<file path="src/core/pmsc_pkg.sv">
// Shared constants and carrier types for the mains sense and boost control.
// Assumes a single 25 MHz clock and an AXI4-Lite master on the same clock.
package pmsc_pkg;

    // Timing
    localparam int CLK_HZ       = 25_000_000;
    localparam int TICK_MS      = 1;
    localparam int XCAP_STEP_MS = 100;

    // Register byte offsets
    localparam logic [4:0] OFF_CTRL   = 5'h00;
    localparam logic [4:0] OFF_BROWN  = 5'h04;
    localparam logic [4:0] OFF_DELAY  = 5'h08;
    localparam logic [4:0] OFF_BTIME  = 5'h0C;
    localparam logic [4:0] OFF_TON    = 5'h10;
    localparam logic [4:0] OFF_EAMP   = 5'h14;
    localparam logic [4:0] OFF_STATUS = 5'h18;
    localparam int         NWREG      = 6;

    // Control fields
    localparam int CT_DUAL = 0;
    localparam int CT_R10  = 1;
    localparam int CT_FILT = 2;
    localparam int CT_LLC  = 4;
    localparam int CT_PFI  = 5;
    localparam int CT_XSEL = 6;
    localparam int CT_XEN  = 8;
    localparam int CT_SENS = 9;
    // Other fields
    localparam int BR_IN   = 0;
    localparam int BR_HYS  = 16;
    localparam int DL_BO   = 0;
    localparam int DL_FLR  = 8;
    localparam int BT_MOFF = 0;
    localparam int BT_DMG  = 8;
    localparam int BT_RING = 16;
    localparam int BT_PER  = 24;
    localparam int TN_MAX  = 0;
    localparam int TN_PFI  = 16;
    localparam int TN_MCG  = 24;
    localparam int EA_REF  = 0;
    localparam int EA_GAIN = 12;
    localparam int ST_LVL  = 0;
    localparam int ST_RUN  = 12;
    localparam int ST_BO   = 13;
    localparam int ST_XC   = 14;
    localparam int ST_SEL  = 15;
    localparam int ST_COMP = 16;

    // Reset values
    localparam logic [31:0] RST_CTRL  = 32'h0000_0901;
    localparam logic [31:0] RST_BROWN = 32'h0040_0200;
    localparam logic [31:0] RST_DELAY = 32'h0000_C832;
    localparam logic [31:0] RST_BTIME = 32'h7D64_7D19;
    localparam logic [31:0] RST_TON   = 32'h1020_03E8;
    localparam logic [31:0] RST_EAMP  = 32'h0000_4800;
    localparam logic [NWREG-1:0][31:0] RST_REGS = {RST_EAMP, RST_TON,
        RST_BTIME, RST_DELAY, RST_BROWN, RST_CTRL};

    // Error amplifier low band and bus answers
    localparam logic [11:0] EA_BAND     = 12'h040;
    localparam logic [1:0]  RESP_OK     = 2'h0;
    localparam logic [1:0]  RESP_SLVERR = 2'h2;

    typedef enum logic [1:0] {
        S_IDLE  = 2'b00,
        S_ON    = 2'b01,
        S_DEMAG = 2'b10,
        S_RING  = 2'b11
    } pmsc_bst_e;

    typedef struct packed {
        logic        awvalid;
        logic [31:0] awaddr;
        logic        wvalid;
        logic [31:0] wdata;
        logic [3:0]  wstrb;
        logic        bready;
        logic        arvalid;
        logic [31:0] araddr;
        logic        rready;
    } pmsc_axi_req_s;

    typedef struct packed {
        logic        awready;
        logic        wready;
        logic        bvalid;
        logic [1:0]  bresp;
        logic        arready;
        logic        rvalid;
        logic [31:0] rdata;
        logic [1:0]  rresp;
    } pmsc_axi_rsp_s;

endpackage

</file>
<file path="src/core/pmsc_top.sv">
// Mains sensing, brownin/brownout, latch clear, X-cap and boost control.
// Assumes ADC samples and the AXI4-Lite master on sys_clk; pins are async.
//
// Added by the designer: the placing of the registers and the AXI4-Lite interface to the registers.
`timescale 1ns/10ps
module pmsc_top import pmsc_pkg::*; #(
    parameter int MS_CYCLES = CLK_HZ / 1000 * TICK_MS,
    parameter int MSW       = 15
) (
    // Clock and reset
    input  wire logic          sys_clk,
    input  wire logic          resetn,
    // Register bus
    input  wire pmsc_axi_req_s axi_req,
    output pmsc_axi_rsp_s      axi_rsp,
    // Sampled inputs
    input  wire logic          mains_smp_valid,
    input  wire logic [11:0]   mains_sense_pin,
    input  wire logic [9:0]    boost_drain_sense_pin,
    input  wire logic          boost_out_valid,
    input  wire logic [11:0]   boost_output_sense_pin,
    // Comparator pins
    input  wire logic          mains_zc_pin,
    input  wire logic          controller_supply_pin,
    input  wire logic          boost_current_sense_pin,
    // Outputs
    output logic               boost_gate,
    output logic               llc_enable,
    output logic               xcap_discharge,
    output logic               sense_sel,
    output logic               fast_latch_clear,
    output logic [9:0]         error_amp_output
);
    typedef struct packed {
        logic [1:0]              sz;
        logic [1:0]              ssup;
        logic [1:0]              sdmg;
        logic                    zc_d;
        logic                    zpar;
        logic [MSW-1:0]          ms_cnt;
        logic                    tick;
        logic                    sel;
        logic [11:0]             pk;
        logic [14:0]             acc;
        logic [2:0]              nacc;
        logic [11:0]             lvl;
        logic [19:0]             hw_cnt;
        logic [19:0]             hw_len;
        logic                    run;
        logic                    bo;
        logic [9:0]              comp;
        pmsc_bst_e               st;
        logic [11:0]             on_cnt;
        logic [7:0]              per;
        logic [11:0]             ton;
        logic [9:0]              dprev;
        logic [9:0]              smax;
        logic                    gate;
        logic                    llc;
        logic                    xcap;
        logic                    pclr;
        logic [NWREG-1:0][31:0]  regs;
        pmsc_axi_rsp_s           rsp;
    } pmsc_st_s;
    pmsc_st_s st_q;
    pmsc_st_s st_d;
    logic t_bo, t_flr, t_xc, t_moff, t_dmg, t_ring;
    // Configuration fields
    logic [31:0] r_ct, r_dl, r_bt;
    logic [1:0]  filt;
    logic [11:0] bi_lvl, hys;
    logic [8:0]  xc_ld;
    assign r_ct   = st_q.regs[0];
    assign r_dl   = st_q.regs[2];
    assign r_bt   = st_q.regs[3];
    assign filt   = r_ct[CT_FILT +: 2];
    assign bi_lvl = st_q.regs[1][BR_IN +: 12];
    assign hys    = st_q.regs[1][BR_HYS +: 12];
    assign xc_ld  = 9'((r_ct[CT_XSEL +: 2] + 3'd1) * XCAP_STEP_MS);
    // Mains measurement
    logic        zc_rise, below_bo;
    logic [11:0] smp_sc, bo_thr;
    logic [14:0] acc_n;
    assign zc_rise = st_q.sz[1] & ~st_q.zc_d;
    assign smp_sc  = r_ct[CT_R10] ? {1'b0, mains_sense_pin[11:1]}
                                  : mains_sense_pin;
    assign acc_n   = st_q.acc + {3'b000, st_q.pk};
    assign bo_thr  = (bi_lvl > hys) ? 12'(bi_lvl - hys) : 12'h000;
    assign below_bo = st_q.lvl < bo_thr;
    // On-time terms
    logic [21:0] lin_p;
    logic [19:0] mc_p;
    logic [13:0] ton_sum;
    logic        pfi_on;
    assign lin_p = st_q.regs[4][TN_MAX +: 12] * st_q.comp;
    assign mc_p  = st_q.regs[4][TN_MCG +: 8] * (12'hFFF - st_q.lvl);
    assign pfi_on = r_ct[CT_PFI] && (st_q.hw_cnt > {1'b0, st_q.hw_len[19:1]});
    assign ton_sum = {2'b00, lin_p[21:10]} + {2'b00, mc_p[19:8]}
                   + (pfi_on ? {6'h00, st_q.regs[4][TN_PFI +: 8]}
                             : 14'h0000);
    // Error amplifier
    logic [11:0]        ea_ref;
    logic signed [14:0] ea_err, ea_sh, ea_new;
    logic               ea_low;
    assign ea_ref = st_q.regs[5][EA_REF +: 12];
    assign ea_err = $signed({3'b000, ea_ref})
                  - $signed({3'b000, boost_output_sense_pin});
    assign ea_sh  = ea_err >>> st_q.regs[5][EA_GAIN +: 4];
    assign ea_low = ({1'b0, boost_output_sense_pin} + {1'b0, EA_BAND})
                  < {1'b0, ea_ref};
    assign ea_new = $signed({5'h00, st_q.comp})
                  + (ea_low ? (ea_sh <<< 1) : ea_sh);
    // Valley detection
    logic [9:0]  slope;
    logic        valley, per_ok;
    assign slope  = (boost_drain_sense_pin < st_q.dprev)
                  ? 10'(st_q.dprev - boost_drain_sense_pin) : 10'h000;
    assign valley = (st_q.smax != 10'h000) && ({slope, 3'b000}
                  <= 13'(st_q.smax * r_ct[CT_SENS +: 3]));
    assign per_ok = st_q.per >= r_bt[BT_PER +: 8];
    // Bus decode
    logic [2:0]  aw_ix, ar_ix;
    logic [31:0] status_w;
    assign aw_ix = axi_req.awaddr[4:2];
    assign ar_ix = axi_req.araddr[4:2];
    always_comb begin
        status_w = 32'h0000_0000;
        status_w[ST_LVL +: 12] = st_q.lvl;
        status_w[ST_RUN]       = st_q.run;
        status_w[ST_BO]        = st_q.bo;
        status_w[ST_XC]        = st_q.xcap;
        status_w[ST_SEL]       = st_q.sel;
        status_w[ST_COMP +: 10] = st_q.comp;
    end
    always_comb begin
        st_d = st_q;
        // Synchronisers and dividers
        st_d.sz   = {st_q.sz[0], mains_zc_pin};
        st_d.ssup = {st_q.ssup[0], controller_supply_pin};
        st_d.sdmg = {st_q.sdmg[0], boost_current_sense_pin};
        st_d.zc_d = st_q.sz[1];
        st_d.tick = 1'b0;
        if (st_q.ms_cnt == MSW'(MS_CYCLES - 1)) begin
            st_d.ms_cnt = '0;
            st_d.tick   = 1'b1;
        end else begin
            st_d.ms_cnt = MSW'(st_q.ms_cnt + 1'b1);
        end
        // Shared sense pin and peak tracking
        if (mains_smp_valid) begin
            st_d.sel = ~st_q.sel;
            if (!st_q.sel && smp_sc > st_q.pk) begin
                st_d.pk = smp_sc;
            end
        end
        if (zc_rise) begin
            st_d.zpar   = ~st_q.zpar;
            st_d.hw_len = st_q.hw_cnt;
            st_d.hw_cnt = 20'h0_0000;
            if (r_ct[CT_DUAL] || st_q.zpar) begin
                st_d.pk = 12'h000;
                if ({1'b0, st_q.nacc} == 4'((4'h1 << filt) - 4'h1)) begin
                    st_d.lvl  = 12'(acc_n >> filt);
                    st_d.acc  = 15'h0000;
                    st_d.nacc = 3'h0;
                end else begin
                    st_d.acc  = acc_n;
                    st_d.nacc = 3'(st_q.nacc + 1'b1);
                end
            end
        end else if (st_q.hw_cnt != 20'hF_FFFF) begin
            st_d.hw_cnt = 20'(st_q.hw_cnt + 1'b1);
        end
        // Brownin and brownout
        if (st_q.lvl > bi_lvl) begin
            st_d.run = 1'b1;
            st_d.bo  = 1'b0;
        end else if (t_bo) begin
            st_d.run = 1'b0;
            st_d.bo  = 1'b1;
        end
        st_d.llc  = !(st_q.bo && r_ct[CT_LLC]);
        st_d.pclr = st_q.ssup[1] || t_flr;
        st_d.xcap = t_xc;
        // Error amplifier update
        if (boost_out_valid) begin
            if (ea_new < 0) begin
                st_d.comp = 10'h000;
            end else if (ea_new > 15'sd1023) begin
                st_d.comp = 10'h3FF;
            end else begin
                st_d.comp = ea_new[9:0];
            end
        end
        st_d.ton = (ton_sum[13:12] != 2'b00) ? 12'hFFF : ton_sum[11:0];
        // Boost switching sequence
        st_d.dprev = boost_drain_sense_pin;
        if (st_q.per != 8'hFF) begin
            st_d.per = 8'(st_q.per + 1'b1);
        end
        unique case (st_q.st)
            S_IDLE: begin
                if (st_q.run && t_moff && per_ok) begin
                    st_d.st     = S_ON;
                    st_d.gate   = 1'b1;
                    st_d.on_cnt = 12'h000;
                    st_d.per    = 8'h00;
                end
            end
            S_ON: begin
                if (!st_q.run) begin
                    st_d.st   = S_IDLE;
                    st_d.gate = 1'b0;
                end else if ({1'b0, st_q.on_cnt} + 13'h0001
                             >= {1'b0, st_q.ton}) begin
                    st_d.st   = S_DEMAG;
                    st_d.gate = 1'b0;
                end else begin
                    st_d.on_cnt = 12'(st_q.on_cnt + 1'b1);
                end
            end
            S_DEMAG: begin
                if (!st_q.run) begin
                    st_d.st = S_IDLE;
                end else if (st_q.sdmg[1] || t_dmg) begin
                    st_d.st   = S_RING;
                    st_d.smax = 10'h000;
                end
            end
            S_RING: begin
                if (slope > st_q.smax) begin
                    st_d.smax = slope;
                end
                if (!st_q.run) begin
                    st_d.st = S_IDLE;
                end else if ((valley || t_ring) && t_moff && per_ok) begin
                    st_d.st     = S_ON;
                    st_d.gate   = 1'b1;
                    st_d.on_cnt = 12'h000;
                    st_d.per    = 8'h00;
                end
            end
        endcase
        // AXI4-Lite write
        st_d.rsp.awready = 1'b0;
        st_d.rsp.wready  = 1'b0;
        st_d.rsp.arready = 1'b0;
        if (st_q.rsp.bvalid && axi_req.bready) begin
            st_d.rsp.bvalid = 1'b0;
        end
        if (st_q.rsp.awready && axi_req.awvalid && axi_req.wvalid) begin
            st_d.rsp.bvalid = 1'b1;
            st_d.rsp.bresp  = RESP_SLVERR;
            if (aw_ix < 3'(NWREG)) begin
                st_d.rsp.bresp = RESP_OK;
                for (int i = 0; i < 4; i++) begin
                    if (axi_req.wstrb[i]) begin
                        st_d.regs[aw_ix][8*i +: 8] = axi_req.wdata[8*i +: 8];
                    end
                end
            end
        end else if (axi_req.awvalid && axi_req.wvalid
                     && !st_q.rsp.bvalid && !st_q.rsp.awready) begin
            st_d.rsp.awready = 1'b1;
            st_d.rsp.wready  = 1'b1;
        end
        // AXI4-Lite read
        if (st_q.rsp.rvalid && axi_req.rready) begin
            st_d.rsp.rvalid = 1'b0;
        end
        if (st_q.rsp.arready && axi_req.arvalid) begin
            st_d.rsp.rvalid = 1'b1;
            st_d.rsp.rresp  = RESP_OK;
            if (ar_ix < 3'(NWREG)) begin
                st_d.rsp.rdata = st_q.regs[ar_ix];
            end else if (ar_ix == OFF_STATUS[4:2]) begin
                st_d.rsp.rdata = status_w;
            end else begin
                st_d.rsp.rdata = 32'h0000_0000;
                st_d.rsp.rresp = RESP_SLVERR;
            end
        end else if (axi_req.arvalid && !st_q.rsp.rvalid
                     && !st_q.rsp.arready) begin
            st_d.rsp.arready = 1'b1;
        end
    end
    always_ff @(posedge sys_clk or negedge resetn) begin
        if (!resetn) begin
            st_q      <= '0;
            st_q.regs <= RST_REGS;
        end else begin
            st_q <= st_d;
        end
    end
    // Delay and timeout counters
    pmsc_timer #(.W(9)) u_bo (.sys_clk(sys_clk), .resetn(resetn),
        .tick(st_q.tick), .hold(below_bo && !st_q.bo),
        .load({1'b0, r_dl[DL_BO +: 8]}), .done(t_bo));
    pmsc_timer #(.W(9)) u_flr (.sys_clk(sys_clk), .resetn(resetn),
        .tick(st_q.tick), .hold(below_bo && st_q.st == S_IDLE),
        .load({1'b0, r_dl[DL_FLR +: 8]}), .done(t_flr));
    pmsc_timer #(.W(9)) u_xc (.sys_clk(sys_clk), .resetn(resetn),
        .tick(st_q.tick), .hold(st_q.bo && r_ct[CT_XEN]),
        .load(xc_ld), .done(t_xc));
    pmsc_timer #(.W(8)) u_moff (.sys_clk(sys_clk), .resetn(resetn),
        .tick(1'b1), .hold(st_q.st != S_ON),
        .load(r_bt[BT_MOFF +: 8]), .done(t_moff));
    pmsc_timer #(.W(8)) u_dmg (.sys_clk(sys_clk), .resetn(resetn),
        .tick(1'b1), .hold(st_q.st == S_DEMAG),
        .load(r_bt[BT_DMG +: 8]), .done(t_dmg));
    pmsc_timer #(.W(8)) u_ring (.sys_clk(sys_clk), .resetn(resetn),
        .tick(1'b1), .hold(st_q.st == S_RING),
        .load(r_bt[BT_RING +: 8]), .done(t_ring));
    assign axi_rsp          = st_q.rsp;
    assign boost_gate       = st_q.gate;
    assign llc_enable       = st_q.llc;
    assign xcap_discharge   = st_q.xcap;
    assign sense_sel        = st_q.sel;
    assign fast_latch_clear = st_q.pclr;
    assign error_amp_output = st_q.comp;
endmodule

</file>
<file path="src/core/pmsc_timer.sv">
// Hold timer: counts ticks while hold is high, flags when load is reached.
// Assumes tick is a one-cycle enable on sys_clk.
`timescale 1ns/10ps
module pmsc_timer #(
    parameter int W = 8
) (
    // Clock and reset
    input  wire logic         sys_clk,
    input  wire logic         resetn,
    // Control
    input  wire logic         tick,
    input  wire logic         hold,
    input  wire logic [W-1:0] load,
    // Result
    output logic              done
);
    typedef struct packed {
        logic [W-1:0] cnt;
        logic         done;
    } pmsc_tmr_s;

    pmsc_tmr_s st_q;
    pmsc_tmr_s st_d;

    always_comb begin
        st_d = st_q;
        if (!hold) begin
            st_d.cnt  = '0;
            st_d.done = 1'b0;
        end else begin
            if (tick && st_q.cnt < load) begin
                st_d.cnt = W'(st_q.cnt + 1'b1);
            end
            st_d.done = (st_q.cnt >= load);
        end
    end

    always_ff @(posedge sys_clk or negedge resetn) begin
        if (!resetn) begin
            st_q <= '0;
        end else begin
            st_q <= st_d;
        end
    end

    assign done = st_q.done;
endmodule

</file>
<file path="config.mk">
export PLATFORM = sky130hd
export DESIGN_NAME = pmsc_top
export DESIGN_NICKNAME = d
export VERILOG_FILES = /design/src/core/pmsc_pkg.sv /design/src/core/pmsc_top.sv /design/src/core/pmsc_timer.sv
export SDC_FILE = /design/constraint.sdc
export NUM_CORES = 2
export LEC_CHECK = 0
export ABC_AREA = 1
export BUFFER_PORTS_ARGS = -buffer_cell sky130_fd_sc_hd__buf_2
export CORE_MARGIN = 2
export CORE_UTILIZATION = 63
export DETAILED_ROUTE_END_ITERATION = 16
export PLACE_DENSITY = 0.85
export SYNTH_ARGS = -nofsm -noshare
export SYNTH_HDL_FRONTEND = slang
export SYNTH_SLANG_ARGS = --single-unit
</file>
<file path="constraint.sdc">
create_clock -name sys_clk -period 8.44 [get_ports sys_clk]
set_clock_uncertainty 0.1 [all_clocks]
set_input_delay 0.844 -clock sys_clk [delete_from_list [all_inputs] [get_ports sys_clk]]
set_output_delay 0.844 -clock sys_clk [all_outputs]
set_load 0.05 [all_outputs]
</file>
==> impl_summary.txt <==
----------------------------------------------------
[Run status]
  Result of the run ... finished clean

[Cells and area]
  Share of layout cells above drive strength 1 ... 0.0714
  Total Nets Final ... 5,211
  Synth-to-Final Area Change ... 7.85%
  Post-layout instance count excluding filler cells ... 5,353

[Drt]
  Iteration count of the initial detailed-routing pass ... 6
  Average detailed-routed wire length per instance ... 17.8 um
  Final WL ... 95,300 um
  Via/cell ratio ... 5.79
  Post-detailed-route DRC marker count ... 0
  Antenna Nets Post-Route ... 0
  Total number of vias ... 31,012
  Count of routing violations after the opening detailed-route iteration ... 3,122

[Setup path]
  R2R setup slack ... 0.61 ns
  Delay contributed by the slowest stage of the critical path ... 0.75 ns
  Max FO, Critical Path ... 16
  Origin of the critical flop-to-flop path ... error_amp_output[6]
  Crit path launch type ... flip-flop
  End of the worst register-to-register path ... st_q[260]
  Required time of the critical path ... 8.82 ns
  Slowest-stage cell, CP ... dfrtp_1
  Kind of critical path ... flip-flop to flip-flop
  R2R cell count ... 33
  Sort of element at the end of the critical path ... flip-flop
  Most frequent cell on the critical path ... a21oi_1
  Arrival time of data at the critical path endpoint ... 8.22 ns

[STA]
  Fmax achieved ... 128 MHz
  Aggregate negative setup slack ... 0 ns
  Final period util ... 0.928
  Final slew viol count ... 0
  Unrepaired setup endpoints after global routing ... false
  Remaining max-slew budget at the tightest pin ... 0.185
  Slew @ Worst Pin ... 1.21 ns
  Worst hold slack ... 0.176 ns
  Number of failing setup endpoints in the final timing report ... 0
  Final min period ... 7.83 ns
  Hold Violations, Final ... 0

[Die]
  Chip width ... 241 um
  Core outline area ... 0.0561 sq mm
  Number of I/O pins ... 202
  Area of the die ... 0.0583 sq mm
  Starting utilization of the core area ... 0.634
  Number of standard-cell rows in the floorplan ... 87
  Die Y ... 241 um

[Synth]
  Yosys warnings ... 0
  Post-synthesis async set-or-reset flop share ... 1.00
  Cell area after synthesis ... 0.0355 sq mm
  Cell taking the most area after synthesis ... dfrtp_1
  FF+latch count, synth ... 463
  Synthesized instance count ... 4,520
  Most area-consuming cells after synthesis ... dfrtp_1, ha_1, nand2_1
  Fraction of synthesized cell area taken by the top area cell type ... 0.299
  Library cells used by synthesis ... 57
  Fraction of the yosys area taken by sequential cells ... 0.327
  Primary FF master, synth ... dfrtp_1
  Number of enable flip-flop cells after synthesis ... 0
  Synthesized area divided by synthesized cell count ... 7.86 sq um

[Clock tree]
  Sink count of the clock tree ... 463
  Post-CTS repair timing setup buffer count ... 0
  Root buffer selected by CTS ... clkbuf_16
  Deepest clock path buffer count ... 3
  Total clock buffers created by CTS ... 52
  CTS tree ... done
  Clock-pin slew reported for the worst setup and hold paths after clock tree synthesis ... 0.06 ns
  H-tree levels ... 2
  Insertion delay of the later-clocked pin in the worst-skew pair ... 0.64 ns

[Placement]
  Global placer's final weighted congestion ... 0.955
  Number of cells after detailed placement ... 5,253
  DPL Wire Length ... 70,700 um
  Number of port buffers ... 141

[Power and ir drop]
  Static leakage power ... 20.1 nW
  Power density over the cells ... 211 mW/mm^2
  Worst supply voltage drop on vdd ... 0.200 mV

[GRT]
  Maximum number of pins on one net before global-route repair ... 174
  Number of antenna violations at the first check in global routing ... 1
  Vias in the first global route ... 29,680
  Wire length of the first global-routing pass ... 152,000 um
  Overall fraction of global-route tracks in use ... 0.333
  GRT Residual Overflow ... 0

[Worst hold path]
  Worst Hold Class ... primary input to async pin

[Run]
  Number of max-capacitance violations reported ... 0

----------------------------------------------------
[Yosys cell counts (all sizes together) (8+ instances only)]
master	n
nand3	127
a311oi	10
o21a	8
buf	61
fa	160
a211oi	31
nor4	8
a21o	10
o22ai	12
o21bai	11
a21oi	275
o211ai	31
clkbuf	121
nor3	66
inv	760
nand4	38
dfstp	39
a31oi	9
nand2	987
nor2	295
o2111ai	10
xor2	73
xnor2	28
ha	354
o21ai	510
o32a	16
dfrtp	424
[layer usage]
layer | track usage | wire [um]
met5 | 0 | 11
met2 | 0.521 | 42600
met4 | 0.182 | 5780
met3 | 0.0759 | 9030
met1 | 0.431 | 37900
[through the flow]
stage	power [mW]	utilization	setup WS [ns]	area (sq um)
2_1_floorplan	4.78	-	1.04	35500
3_5_place_dp	5.54	0.650	0.654	36500
5_1_grt	8.56	0.683	0.0107	38300
4_1_cts	8.04	0.683	0.581	38300
3_3_place_gp	5.46	0.650	0.820	36500
6_report	8.08	0.684	0.606	38300
[how the worst max path moves through the flow]
| stage | from | to | slack, ns | depth (start not counted) |
|---|---|---|---|---|
| finish | error_amp_output[6] | st_q[260] | 0.61 | 33 |
| global route | st_q[173] | st_q[261] | 0.01 | 38 |
| CTS | error_amp_output[3] | st_q[261] | 0.58 | 35 |
| detailed placement | error_amp_output[3] | st_q[261] | 0.65 | 35 |
| global placement | error_amp_output[3] | st_q[261] | 0.82 | 35 |
| floorplan | st_q[175] | st_q[265] | 1.04 | 34 |
[registers in the layout, indices dropped and copies added, names as in the netlist, 9 cells and up]
| name | cells |
|---|---|
| r_dl | 32 |
| bi_lvl | 12 |
| u_bo.st_q | 9 |
| axi_rsp | 38 |
| ea_ref | 12 |
| u_xc.st_q | 9 |
| st_q | 217 |
| error_amp_output | 10 |
| r_bt | 32 |
| u_flr.st_q | 9 |
| r_ct | 32 |
| hys | 12 |
[repair_timing]
item,in CTS,in global routing
setup endpoints to repair,0,12
hold buffers,0,0
resized for setup,0,2
[layout make-up]
class / instances / area [sq um]
antenna: 2 / 5.00
clock buffer: 72 / 1430
clock inverter: 26 / 427
fill: 4418 / 17700
inverter: 765 / 2870
multi-input combinational: 3111 / 20100
sequential: 463 / 11600
tap: 756 / 946
timing repair buffer: 158 / 858
[cell usage in the layout, fill, tap and decap left out, drive strengths merged, types with 3 or more instances in the layout]
| cell | count |
|---|---|
| xor2 | 73 |
| a221oi | 6 |
| nand2 | 987 |
| or2 | 4 |
| clkbuf | 72 |
| nor3b | 4 |
| o21a | 8 |
| a211oi | 31 |
| fa | 160 |
| o2111ai | 10 |
| o31ai | 3 |
| a31oi | 9 |
| nand3 | 127 |
| a21boi | 3 |
| o211ai | 31 |
| or4 | 3 |
| mux2i | 3 |
| clkinvlp | 5 |
| nor2 | 295 |
| nand4 | 38 |
| o21bai | 11 |
| inv | 762 |
| a21oi | 275 |
| a22o | 4 |
| xnor2 | 28 |
| a21o | 10 |
| bufinv | 9 |
| ha | 354 |
| nor4 | 8 |
| dfrtp | 424 |
| dfstp | 39 |
| buf | 158 |
| nor3 | 66 |
| clkinv | 15 |
| o21ai | 510 |
| o22ai | 12 |
| a311oi | 10 |
| o32a | 16 |
| a41oi | 3 |
[kinds of logic (layout without fill, tap and decap cells)]
logic type / count (synthesis) / after routing / share of synthesized area
AND/OR/NAND/NOR: 1536 / 1536 / 0.177
AO/OA/AOI/OAI: 955 / 955 / 0.149
buffers and inverters: 947 / 1021 / 0.106
adder cells (fa/ha/maj): 514 / 514 / 0.215
flip-flops: 463 / 463 / 0.327
XOR/XNOR: 101 / 101 / 0.0249
multiplexers: 3 / 3 / 0.000845
other: 1 / 4 / 0.000106
[report_power, final]
part           internal [mW]  leakage, nW  total (mW)  switching [mW]
logic                  0.902         13.1        2.79            1.89
registers               2.50         6.09        2.82           0.314
clock network           1.47        0.889        2.47           0.999
total                   4.88         20.1        8.08            3.20
[worst max-delay path: cells and delay by family (launching register included)]
kind | cells | cell delay (ns)
compound gates | 13 | 1.93
xor+xnor | 1 | 0.11
fa+ha+maj | 8 | 3.79
buf+inv | 6 | 0.48
flops | 1 | 0.75
simple gates | 5 | 0.54
No activity file was read; power rests on OpenSTA's default activity.
